## src/hdl/dacs_cfg.svh

```systemverilog
// Constants of the dual-channel conversion sequencer: offsets, fields, resets, timing.
// Assumes a 40 MHz pclk; every time below is turned into pclk cycles here.
// Overview of operation
// Busy high at most 1.75 us normal, 2 us reduced, except read-after.
// First channel end-of-conversion high at most 1 us normal, 1.25 us reduced.
// End-of-conversion low at least 45 ns between the two channels.
// Second channel end-of-conversion high at most 0.75 us.
// Busy falls at least 10 ns after both conversions end.
// Parallel data valid within 1.75 / 2 us of the convert request.
// Parallel data valid at least 14 ns before busy falls.
// Read-during frame marker rises 250 / 500 ns after the convert request.
// Divider codes 00..11 give serial clock periods of at least 25/50/100/200 ns.
// Typical serial clock periods 40/70/140/280 ns per divider code.
// Read-after busy, normal power, at most 3.25/4.25/6.25/10.75 us.
// Read-after busy, reduced power, at most 3.5/4.5/6.5/11 us.
// First serial clock edge at least 3 ns (00) or 17 ns after frame marker.
// Last serial clock edge to frame marker change at least 1/3/30/80 ns.
// Read-after frame marker rises 0.75 / 1 us after the convert request.
// Read-after busy falls about 25 ns after frame marker falls.
// Both inputs of the selected pair are sampled together, then converted.
// Serial order: first channel first when order select high, else second first.
// Power-mode select high means reduced power with the longer limits.
// Port-type select low uses the parallel port, high the serial port.
// Host waits for busy low before a new request and before reading.
`ifndef DACS_CFG_SVH
`define DACS_CFG_SVH

`define DACS_OFF_CTRL      12'h000
`define DACS_OFF_STATUS    12'h004
`define DACS_OFF_RESULT    12'h008
`define DACS_CTRL_RESET    8'h00
`define DACS_ST_BUSY       0
`define DACS_ST_EOC        1
`define DACS_ST_FRAME      2
`define DACS_ST_PAIR       3

`define DACS_CLK_NS        25
`define DACS_CYC_UP(ns)    (((ns) + `DACS_CLK_NS - 1) / `DACS_CLK_NS)
`define DACS_CYC_DN(ns)    ((ns) / `DACS_CLK_NS)
`define DACS_SCK_CYC(ns)   ((`DACS_CYC_UP(ns) < 2) ? 2 : `DACS_CYC_UP(ns))

`define DACS_EOCA_NRM_NS   900
`define DACS_EOCA_RED_NS   1150
`define DACS_EOC_GAP_NS    45
`define DACS_EOCB_NS       500
`define DACS_TAIL_NS       10
`define DACS_RDC_NRM_NS    250
`define DACS_RDC_RED_NS    500
`define DACS_RAC_NRM_NS    750
`define DACS_RAC_RED_NS    1000
`define DACS_LEAD0_NS      3
`define DACS_LEAD_NS       17
`define DACS_SCK0_NS       25
`define DACS_SCK1_NS       50
`define DACS_SCK2_NS       100
`define DACS_SCK3_NS       200
`define DACS_TRAIL0_NS     1
`define DACS_TRAIL1_NS     3
`define DACS_TRAIL2_NS     30
`define DACS_TRAIL3_NS     80

`endif

```

## src/hdl/dacs_pkg.sv

```systemverilog
// Types of the dual-channel conversion sequencer.
// Constants live in dacs_cfg.svh.
package dacs_pkg;

  typedef enum logic [2:0] {
    CV_IDLE = 3'b000,
    CV_EOCA = 3'b001,
    CV_GAP  = 3'b010,
    CV_EOCB = 3'b011,
    CV_TAIL = 3'b100,
    CV_HOLD = 3'b101
  } dacs_conv_type;

  typedef enum logic [2:0] {
    SR_IDLE  = 3'b000,
    SR_WAIT  = 3'b001,
    SR_LEAD  = 3'b010,
    SR_SHIFT = 3'b011,
    SR_TRAIL = 3'b100,
    SR_DONE  = 3'b101
  } dacs_ser_type;

  typedef struct packed {
    logic [1:0] serial_clock_divider;
    logic       read_after;
    logic       slave_mode;
    logic       input_pair_select;
    logic       channel_order;
    logic       port_type_select;
    logic       reduced_power;
  } dacs_ctrl_type;

  typedef struct packed {
    logic [15:0] a;
    logic [15:0] b;
  } dacs_pair_type;

  typedef struct packed {
    dacs_ctrl_type ctrl;
    dacs_conv_type conv;
    logic [7:0]    conv_cnt;
    logic          busy;
    logic          eoc;
    logic          convert_request_n_q;
    logic          last_pair;
    dacs_pair_type held;
    dacs_pair_type result;
    logic [15:0]   par_data;
    dacs_ser_type  ser;
    logic [7:0]    ser_cnt;
    logic [5:0]    bit_cnt;
    logic          sync;
    logic          sclk;
    logic          ext_sclk_q;
    logic [31:0]   prdata;
    logic          pslverr;
  } dacs_state_type;

endpackage

```

## src/hdl/dacs_clkdiv.sv

```systemverilog
// Serial clock divider: one-cycle tick every half_cycles pclk cycles while enabled.
// Assumes half_cycles is at least one.
`timescale 1ns/100ps
module dacs_clkdiv #(
  parameter int CW = 4
) (
  // Clock and reset
  input  wire logic          pclk,
  input  wire logic          presetn,
  // Control
  input  wire logic          en,
  input  wire logic [CW-1:0] half_cycles,
  output logic               tick
);
  typedef struct packed {
    logic [CW-1:0] cnt;
  } dacs_div_type;

  dacs_div_type s;
  dacs_div_type next_s;

  always_comb begin
    next_s = s;
    tick = 1'b0;
    if (!en) begin
      next_s.cnt = '0;
    end else if (s.cnt == half_cycles - CW'(1)) begin
      tick = 1'b1;
      next_s.cnt = '0;
    end else begin
      next_s.cnt = s.cnt + CW'(1);
    end
  end

  always_ff @(posedge pclk or negedge presetn) begin
    if (!presetn) begin
      s <= '0;
    end else begin
      s <= next_s;
    end
  end
endmodule

```

## src/hdl/dacs_shifter.sv

```systemverilog
// Result shift register, most significant bit out first.
// Load wins over shift when both are asked in one cycle.
`timescale 1ns/100ps
module dacs_shifter #(
  parameter int W = 32
) (
  // Clock and reset
  input  wire logic         pclk,
  input  wire logic         presetn,
  // Control and data
  input  wire logic         load,
  input  wire logic [W-1:0] load_data,
  input  wire logic         shift,
  input  wire logic         shift_in,
  output logic              msb
);
  typedef struct packed {
    logic [W-1:0] data;
  } dacs_shr_type;

  dacs_shr_type s;
  dacs_shr_type next_s;

  always_comb begin
    next_s = s;
    if (load) begin
      next_s.data = load_data;
    end else if (shift) begin
      next_s.data = {s.data[W-2:0], shift_in};
    end
  end

  always_ff @(posedge pclk or negedge presetn) begin
    if (!presetn) begin
      s <= '0;
    end else begin
      s <= next_s;
    end
  end

  assign msb = s.data[W-1];
endmodule

```

## src/hdl/dacs_top.sv

```systemverilog
// Dual-channel conversion sequencer: convert timing, parallel and serial result ports, APB registers.
// Assumes all pin inputs synchronous to pclk; the analog core presents both pairs as steady words.
`timescale 1ns/100ps
`include "dacs_cfg.svh"
module dacs_top (
  // Clock and reset
  input  wire logic                   pclk,
  input  wire logic                   presetn,
  // APB slave
  input  wire logic                   psel,
  input  wire logic                   penable,
  input  wire logic                   pwrite,
  input  wire logic [11:0]            paddr,
  input  wire logic [31:0]            pwdata,
  output logic [31:0]                 prdata,
  output logic                        pready,
  output logic                        pslverr,
  // Conversion control and analog core
  input  wire logic                   convert_request_n,
  input  wire dacs_pkg::dacs_pair_type pair1,
  input  wire dacs_pkg::dacs_pair_type pair2,
  output logic                        busy,
  output logic                        eoc,
  // Parallel port
  output logic [15:0]                 par_data_out,
  output logic                        par_data_oe,
  // Serial port
  input  wire logic                   serial_select_n,
  input  wire logic                   ext_sclk_in,
  input  wire logic                   serial_chain_in,
  output logic                        serial_clk_out,
  output logic                        serial_clk_oe,
  output logic                        frame_marker_out,
  output logic                        frame_marker_oe,
  output logic                        serial_result_out,
  output logic                        serial_result_oe
);
  import dacs_pkg::*;

  dacs_state_type s;
  dacs_state_type next_s;

  logic        convert_request_n_fall;
  logic        master;
  logic        slave;
  logic [31:0] ordered;
  logic        sh_load;
  logic [31:0] sh_data;
  logic        sh_shift;
  logic        div_en;
  logic [3:0]  half_cyc;
  logic        div_tick;
  logic [7:0]  trail_cyc;
  logic [7:0]  lead_cyc;
  logic        sh_msb;

  dacs_clkdiv #(
    .CW(4)
  ) u_div (
    .pclk        (pclk),
    .presetn     (presetn),
    .en          (div_en),
    .half_cycles (half_cyc),
    .tick        (div_tick)
  );

  dacs_shifter #(
    .W(32)
  ) u_shr (
    .pclk      (pclk),
    .presetn   (presetn),
    .load      (sh_load),
    .load_data (sh_data),
    .shift     (sh_shift),
    .shift_in  (slave ? serial_chain_in : 1'b0),
    .msb       (sh_msb)
  );

  // Serial timing chosen by the divider code
  always_comb begin
    case (s.ctrl.serial_clock_divider)
      2'b00: begin
        half_cyc = 4'(`DACS_SCK_CYC(`DACS_SCK0_NS) / 2);
        trail_cyc = 8'(`DACS_CYC_UP(`DACS_TRAIL0_NS));
        lead_cyc = 8'(`DACS_CYC_UP(`DACS_LEAD0_NS));
      end
      2'b01: begin
        half_cyc = 4'(`DACS_SCK_CYC(`DACS_SCK1_NS) / 2);
        trail_cyc = 8'(`DACS_CYC_UP(`DACS_TRAIL1_NS));
        lead_cyc = 8'(`DACS_CYC_UP(`DACS_LEAD_NS));
      end
      2'b10: begin
        half_cyc = 4'(`DACS_SCK_CYC(`DACS_SCK2_NS) / 2);
        trail_cyc = 8'(`DACS_CYC_UP(`DACS_TRAIL2_NS));
        lead_cyc = 8'(`DACS_CYC_UP(`DACS_LEAD_NS));
      end
      default: begin
        half_cyc = 4'(`DACS_SCK_CYC(`DACS_SCK3_NS) / 2);
        trail_cyc = 8'(`DACS_CYC_UP(`DACS_TRAIL3_NS));
        lead_cyc = 8'(`DACS_CYC_UP(`DACS_LEAD_NS));
      end
    endcase
  end

  always_comb begin
    next_s = s;
    sh_load = 1'b0;
    sh_data = 32'h0;
    sh_shift = 1'b0;
    next_s.convert_request_n_q = convert_request_n;
    next_s.ext_sclk_q = ext_sclk_in;
    convert_request_n_fall = s.convert_request_n_q & ~convert_request_n;
    master = s.ctrl.port_type_select & ~s.ctrl.slave_mode;
    slave = s.ctrl.port_type_select & s.ctrl.slave_mode;
    if (s.ctrl.channel_order) begin
      ordered = {s.result.a, s.result.b};
    end else begin
      ordered = {s.result.b, s.result.a};
    end

    // APB: read data and error are caught in the setup cycle
    if (psel && !penable) begin
      next_s.pslverr = 1'b0;
      case (paddr)
        `DACS_OFF_CTRL: begin
          next_s.prdata = {24'h0, s.ctrl};
        end
        `DACS_OFF_STATUS: begin
          next_s.prdata = 32'h0;
          next_s.prdata[`DACS_ST_BUSY] = s.busy;
          next_s.prdata[`DACS_ST_EOC] = s.eoc;
          next_s.prdata[`DACS_ST_FRAME] = s.sync;
          next_s.prdata[`DACS_ST_PAIR] = s.last_pair;
        end
        `DACS_OFF_RESULT: begin
          next_s.prdata = {s.result.a, s.result.b};
        end
        default: begin
          next_s.prdata = 32'h0;
          next_s.pslverr = 1'b1;
        end
      endcase
    end
    if (psel && penable && pwrite && paddr == `DACS_OFF_CTRL) begin
      next_s.ctrl = dacs_ctrl_type'(pwdata[7:0]);
    end

    // Conversion sequence
    case (s.conv)
      CV_IDLE: begin
        // A request while busy is simply not seen
        if (convert_request_n_fall) begin
          if (s.ctrl.input_pair_select) begin
            next_s.held = pair2;
          end else begin
            next_s.held = pair1;
          end
          next_s.last_pair = s.ctrl.input_pair_select;
          next_s.conv = CV_EOCA;
          next_s.eoc = 1'b1;
          if (s.ctrl.reduced_power) begin
            next_s.conv_cnt = 8'(`DACS_CYC_DN(`DACS_EOCA_RED_NS) - 1);
          end else begin
            next_s.conv_cnt = 8'(`DACS_CYC_DN(`DACS_EOCA_NRM_NS) - 1);
          end
        end
      end
      CV_EOCA: begin
        if (s.conv_cnt == 8'h00) begin
          next_s.result.a = s.held.a;
          next_s.eoc = 1'b0;
          next_s.conv = CV_GAP;
          next_s.conv_cnt = 8'(`DACS_CYC_UP(`DACS_EOC_GAP_NS) - 1);
        end else begin
          next_s.conv_cnt = s.conv_cnt - 8'h01;
        end
      end
      CV_GAP: begin
        if (s.conv_cnt == 8'h00) begin
          next_s.eoc = 1'b1;
          next_s.conv = CV_EOCB;
          next_s.conv_cnt = 8'(`DACS_CYC_DN(`DACS_EOCB_NS) - 1);
        end else begin
          next_s.conv_cnt = s.conv_cnt - 8'h01;
        end
      end
      CV_EOCB: begin
        if (s.conv_cnt == 8'h00) begin
          next_s.result.b = s.held.b;
          next_s.eoc = 1'b0;
          next_s.conv = CV_TAIL;
          next_s.conv_cnt = 8'(`DACS_CYC_UP(`DACS_TAIL_NS) - 1);
        end else begin
          next_s.conv_cnt = s.conv_cnt - 8'h01;
        end
      end
      CV_TAIL: begin
        if (s.conv_cnt == 8'h00) begin
          if (master && s.ctrl.read_after) begin
            next_s.conv = CV_HOLD;
          end else begin
            next_s.conv = CV_IDLE;
          end
          if (slave) begin
            sh_load = 1'b1;
            sh_data = ordered;
          end
        end else begin
          next_s.conv_cnt = s.conv_cnt - 8'h01;
        end
      end
      CV_HOLD: begin
        // Busy drops one cycle after the frame marker closes
        if (s.ser == SR_DONE || !master) begin
          next_s.conv = CV_IDLE;
        end
      end
      default: begin
        next_s.conv = CV_IDLE;
      end
    endcase
    next_s.busy = (next_s.conv != CV_IDLE);
    // Taken from the next result so data leads busy by a full cycle
    if (s.ctrl.channel_order) begin
      next_s.par_data = next_s.result.a;
    end else begin
      next_s.par_data = next_s.result.b;
    end

    // Master serial transfer
    case (s.ser)
      SR_IDLE: begin
        if (convert_request_n_fall && master) begin
          next_s.ser = SR_WAIT;
          if (s.ctrl.read_after) begin
            if (s.ctrl.reduced_power) begin
              next_s.ser_cnt = 8'(`DACS_CYC_DN(`DACS_RAC_RED_NS) - 1);
            end else begin
              next_s.ser_cnt = 8'(`DACS_CYC_DN(`DACS_RAC_NRM_NS) - 1);
            end
          end else begin
            // Read during convert sends the previous result
            sh_load = 1'b1;
            sh_data = ordered;
            if (s.ctrl.reduced_power) begin
              next_s.ser_cnt = 8'(`DACS_CYC_DN(`DACS_RDC_RED_NS) - 1);
            end else begin
              next_s.ser_cnt = 8'(`DACS_CYC_DN(`DACS_RDC_NRM_NS) - 1);
            end
          end
        end
      end
      SR_WAIT: begin
        if (s.ser_cnt == 8'h00) begin
          next_s.sync = 1'b1;
          next_s.ser = SR_LEAD;
          next_s.ser_cnt = lead_cyc - 8'h01;
        end else begin
          next_s.ser_cnt = s.ser_cnt - 8'h01;
        end
      end
      SR_LEAD: begin
        if (s.ser_cnt != 8'h00) begin
          next_s.ser_cnt = s.ser_cnt - 8'h01;
        end else if (!s.ctrl.read_after || s.conv == CV_HOLD) begin
          if (s.ctrl.read_after) begin
            sh_load = 1'b1;
            sh_data = ordered;
          end
          next_s.ser = SR_SHIFT;
          next_s.bit_cnt = 6'h00;
        end
      end
      SR_SHIFT: begin
        if (div_tick) begin
          if (!s.sclk) begin
            next_s.sclk = 1'b1;
          end else begin
            next_s.sclk = 1'b0;
            sh_shift = 1'b1;
            if (s.bit_cnt == 6'h1f) begin
              next_s.ser = SR_TRAIL;
              next_s.ser_cnt = trail_cyc - 8'h01;
            end else begin
              next_s.bit_cnt = s.bit_cnt + 6'h01;
            end
          end
        end
      end
      SR_TRAIL: begin
        if (s.ser_cnt == 8'h00) begin
          next_s.sync = 1'b0;
          next_s.ser = SR_DONE;
        end else begin
          next_s.ser_cnt = s.ser_cnt - 8'h01;
        end
      end
      SR_DONE: begin
        next_s.ser = SR_IDLE;
      end
      default: begin
        next_s.ser = SR_IDLE;
      end
    endcase
    // Leaving master mode drops any transfer in flight
    if (!master) begin
      next_s.ser = SR_IDLE;
      next_s.sync = 1'b0;
      next_s.sclk = 1'b0;
    end

    // Slave serial: shift on a rising external clock; at most one bit per two pclk cycles
    if (slave && !serial_select_n && ext_sclk_in && !s.ext_sclk_q) begin
      sh_shift = 1'b1;
    end
  end

  always_ff @(posedge pclk or negedge presetn) begin
    if (!presetn) begin
      s <= '0;
      s.convert_request_n_q <= 1'b1;
      s.ctrl <= dacs_ctrl_type'(`DACS_CTRL_RESET);
    end else begin
      s <= next_s;
    end
  end

  // Kept out of the main process: the divider tick it enables feeds back into that process
  assign div_en = (s.ser == SR_SHIFT);

  // APB answers with no wait state
  assign pready = 1'b1;
  assign prdata = s.prdata;
  assign pslverr = s.pslverr;

  assign busy = s.busy;
  assign eoc = s.eoc;

  assign par_data_out = s.par_data;
  assign par_data_oe = ~s.ctrl.port_type_select & ~serial_select_n;

  assign serial_clk_out = s.sclk;
  assign serial_clk_oe = master & ~serial_select_n;
  assign frame_marker_out = s.sync;
  assign frame_marker_oe = master & ~serial_select_n;
  assign serial_result_out = sh_msb;
  assign serial_result_oe = s.ctrl.port_type_select & ~serial_select_n;
endmodule

```

## config.mk

```make
export PLATFORM = sky130hd
export DESIGN_NAME = dacs_top
export DESIGN_NICKNAME = d
export VERILOG_FILES = /design/src/hdl/dacs_pkg.sv /design/src/hdl/dacs_clkdiv.sv /design/src/hdl/dacs_shifter.sv /design/src/hdl/dacs_top.sv
export VERILOG_INCLUDE_DIRS = /design/src /design/src/hdl
export SDC_FILE = /design/constraint.sdc
export NUM_CORES = 1
export LEC_CHECK = 0
export ABC_AREA = 0
export ABC_CLOCK_PERIOD_IN_PS = 3900
export BUFFER_PORTS_ARGS = -buffer_cell sky130_fd_sc_hd__buf_2
export CAP_MARGIN = 20
export CELL_PAD_IN_SITES_DETAIL_PLACEMENT = 1
export CELL_PAD_IN_SITES_GLOBAL_PLACEMENT = 1
export CORE_MARGIN = 2
export CORE_UTILIZATION = 42
export DETAILED_ROUTE_END_ITERATION = 10
export PLACE_DENSITY = 0.89
export SETUP_SLACK_MARGIN = 0.5
export SLEW_MARGIN = 40
export SYNTH_ARGS = -nofsm -noshare
export SYNTH_HDL_FRONTEND = slang
export SYNTH_SLANG_ARGS = --single-unit
```

## constraint.sdc

```tcl
create_clock -name pclk -period 3.9 [get_ports pclk]
set_input_delay 0.78 -clock pclk [delete_from_list [all_inputs] [get_ports pclk]]
set_output_delay 0.78 -clock pclk [all_outputs]
set_load 0.05 [all_outputs]
```

==> metrics.cfg <==
[floorplanning]
fp.coreArea_um2=22800
placementRows=55
num_io_pins=176
die_w_um=157
initial_utilization_pct=43.0
die-area_um2=24500
dieHeight_um=157

[finish]
postLayoutCellArea_um2=11000
area_growth_pct=12.4
drive_gt1_share_pct=24.4
fin_nets=1108

[timing]
finalHoldViolations=0
fmax_mhz=339
final_max_slew_viol_count=0
slew_headroom_pct=49.8
clock_skew_ns=0.0127
fin_crit_sh_pct=75.7
grt_setup_unrepaired=false
hold_slack_ns=0.221
setup_viol=0
period_needed_ns=2.95
worst_slack_ns=0.948
worst_pin_slew_ns=0.753
fin_setup_tns_ns=0

[run]
cap_violations=0

[routing]
drc=0
dr.pass1.iters=5
detailedRoute.firstIterationViolations=553
routed_wl_um=28300
num_vias=7468
wl_per_cell_um=21.6
postRouteAntennaNets=0
via_per_inst=5.70

[global_routing]
grt_pass1_wl_um=44400
gr-total-overflow=0
grt_max_degree=94
grt_usage_pct=23.6
antenna_found_initial=1
grt_pass1_vias=7890

[clocking]
cts-root-buf=clkbuf_16
cts.sinks=192
cts_tree=built
postCtsHoldBufs=0
cts_buffer_depth=2
h-tree-depth=4
clkLatencyLatePin_ns=0.45
post_cts_buffers=0
cts_resized=0
cts_buffers=17
cts.clk_slew.worst_paths_ns=0.07

[synthesis]
ys.flop_type=dfrtp_1
synth_fp_nets=1033
ys_warn_count=0
synth_edf_count=0
yosysTopAreaCell=dfrtp_1
synth.most_common_cell=dfrtp_1
ys_ff_latch=192
syn_inst=909
avgSynthCellArea_um2=10.8
synth_seq_area_share_pct=49.1
synth_area_um2=9790
synth_top_area_share_pct=48.8
netlist_top_cells_count=dfrtp_1 (191), mux2i_1 (140), nand2_1 (122)
ys_async_sr_fraction_pct=100
synth.distinct_cells=65
synth.area.top_cells=dfrtp_1 (49%), mux2i_1 (14%), nand2_1 (4.7%), buf_4 (3.9%), mux2_2 (3.6%)

[critical_path]
arrival_ns=3.27
cp_max_fo=16
critPathKind=reg2reg
crit_path_end_kind=register
required_ns=4.22
crit_path_start_kind=register

[placed_design]
gp_congestion=0.877
place_hpwl_um=19500
port_buffers=150
dpl_cell_area_um2=10400
pre_cts_slack_ns=1.05

[pwr]
p_leak_uw=0.00526
p_per_area_nw_per_um2=532
power_uw=5860
ir_worst_vdd_mv=0.324

[worst_hold_path]
hold_class=in2async

[status]
status=complete, no violations

[cells by family (layout without fill, tap and decap cells)]
family / count (synthesis) / count (layout) / synth area share [%]
other cells: 1 / 2 / 0.0383
fa+ha+maj: 9 / 9 / 1.10
xor+xnor: 8 / 8 / 0.716
simple gates: 241 / 241 / 12.1
compound gates: 156 / 156 / 10.6
buf+inv: 120 / 208 / 7.20
mux: 182 / 182 / 19.1
flops: 192 / 192 / 49.1
[layer usage]
| metal | part of all wire (%) | track usage [%] | routed length (um) | vias to the layer above |
|---|---|---|---|---|
| li1 | - | - | - | 3349 |
| met1 | 42 | 30.2 | 12000 | 3837 |
| met2 | 50 | 39.9 | 14200 | 227 |
| met3 | 4.6 | 4.02 | 1300 | 55 |
| met4 | 2.8 | 9.35 | 801 | 0 |
| met5 | 0 | 0 | 0 | - |
[flip-flops by register name, summed over array words and instances (netlist names)]
name and cells:
u_shr.s 32, s 103, busy 1, serial_clk_out 1
prdata 32, par_data_out 16, eoc 1, pslverr 1
frame_marker_out 1, u_div.s 4
[cell type report]
class,count,area [um2]
Clock buffer,19,433
Sequential cell,192,4810
Inverter,11,41.3
Tap cell,313,392
Fill cell,2497,11800
Clock inverter,13,115
Multi-Input combinational cell,597,4300
Antenna cell,1,2.50
Timing Repair Buffer,165,905
[critical path, stage by stage, from the launching register on]
cell	delay, ns
dfrtp_1	0.44
inv_1	0.15
ha_1	0.26
nor3b_1	0.52
nand2_1	0.18
nor4b_4	0.27
buf_4	0.31
mux2_2	0.39
mux2_2	0.30
[power breakdown]
group / internal, uW / switching, uW
logic: 478 / 851
registers: 2390 / 458
clock network: 843 / 837
[path summary, 6_finish.rpt]
path	start	endpoint	slack [ns]	cells past startpoint
max	s[137]	par_data_out[1]	0.95	8
min	presetn	busy	0.22	1
max reg2reg	s[137]	par_data_out[1]	0.95	8
min reg2reg	s[103]	s[103]	0.49	2
max in group asynchronous	presetn	u_shr.s[25]	2.61	3
min in group pclk	convert_request_n	s[134]	0.46	1
[cell usage in the layout, fill, tap and decap left out, types with 6 or more instances in the layout]
cell       netlist  layout
dfrtp_1        191     188
buf_2            5     149
mux2i_1        140     140
nand2_1        122     122
o21ai_0         54      54
mux2_2          31      31
a22o_1          28      28
nor2_1          21      21
a21oi_1         18      18
clkbuf_16        0      17
nand3_1         15      15
buf_4           51      13
nor3_1          11      11
inv_1           11      11
mux2_1          11      11
nand2b_1         9       9
nor4_1           9       9
o211ai_1         8       8
and3_1           7       7
a31oi_1          8       7
ha_1             7       7
nor2b_1          7       6
a211oi_1         6       6
[through the flow]
stage               std cells  utilization, %
floorplan                 909               -
global placement         1277            45.7
detailed placement       1277            45.7
CTS                      1309            48.1
global route             1311            48.3
finish                   1311            48.3
Power figures use the tool's default switching activity.
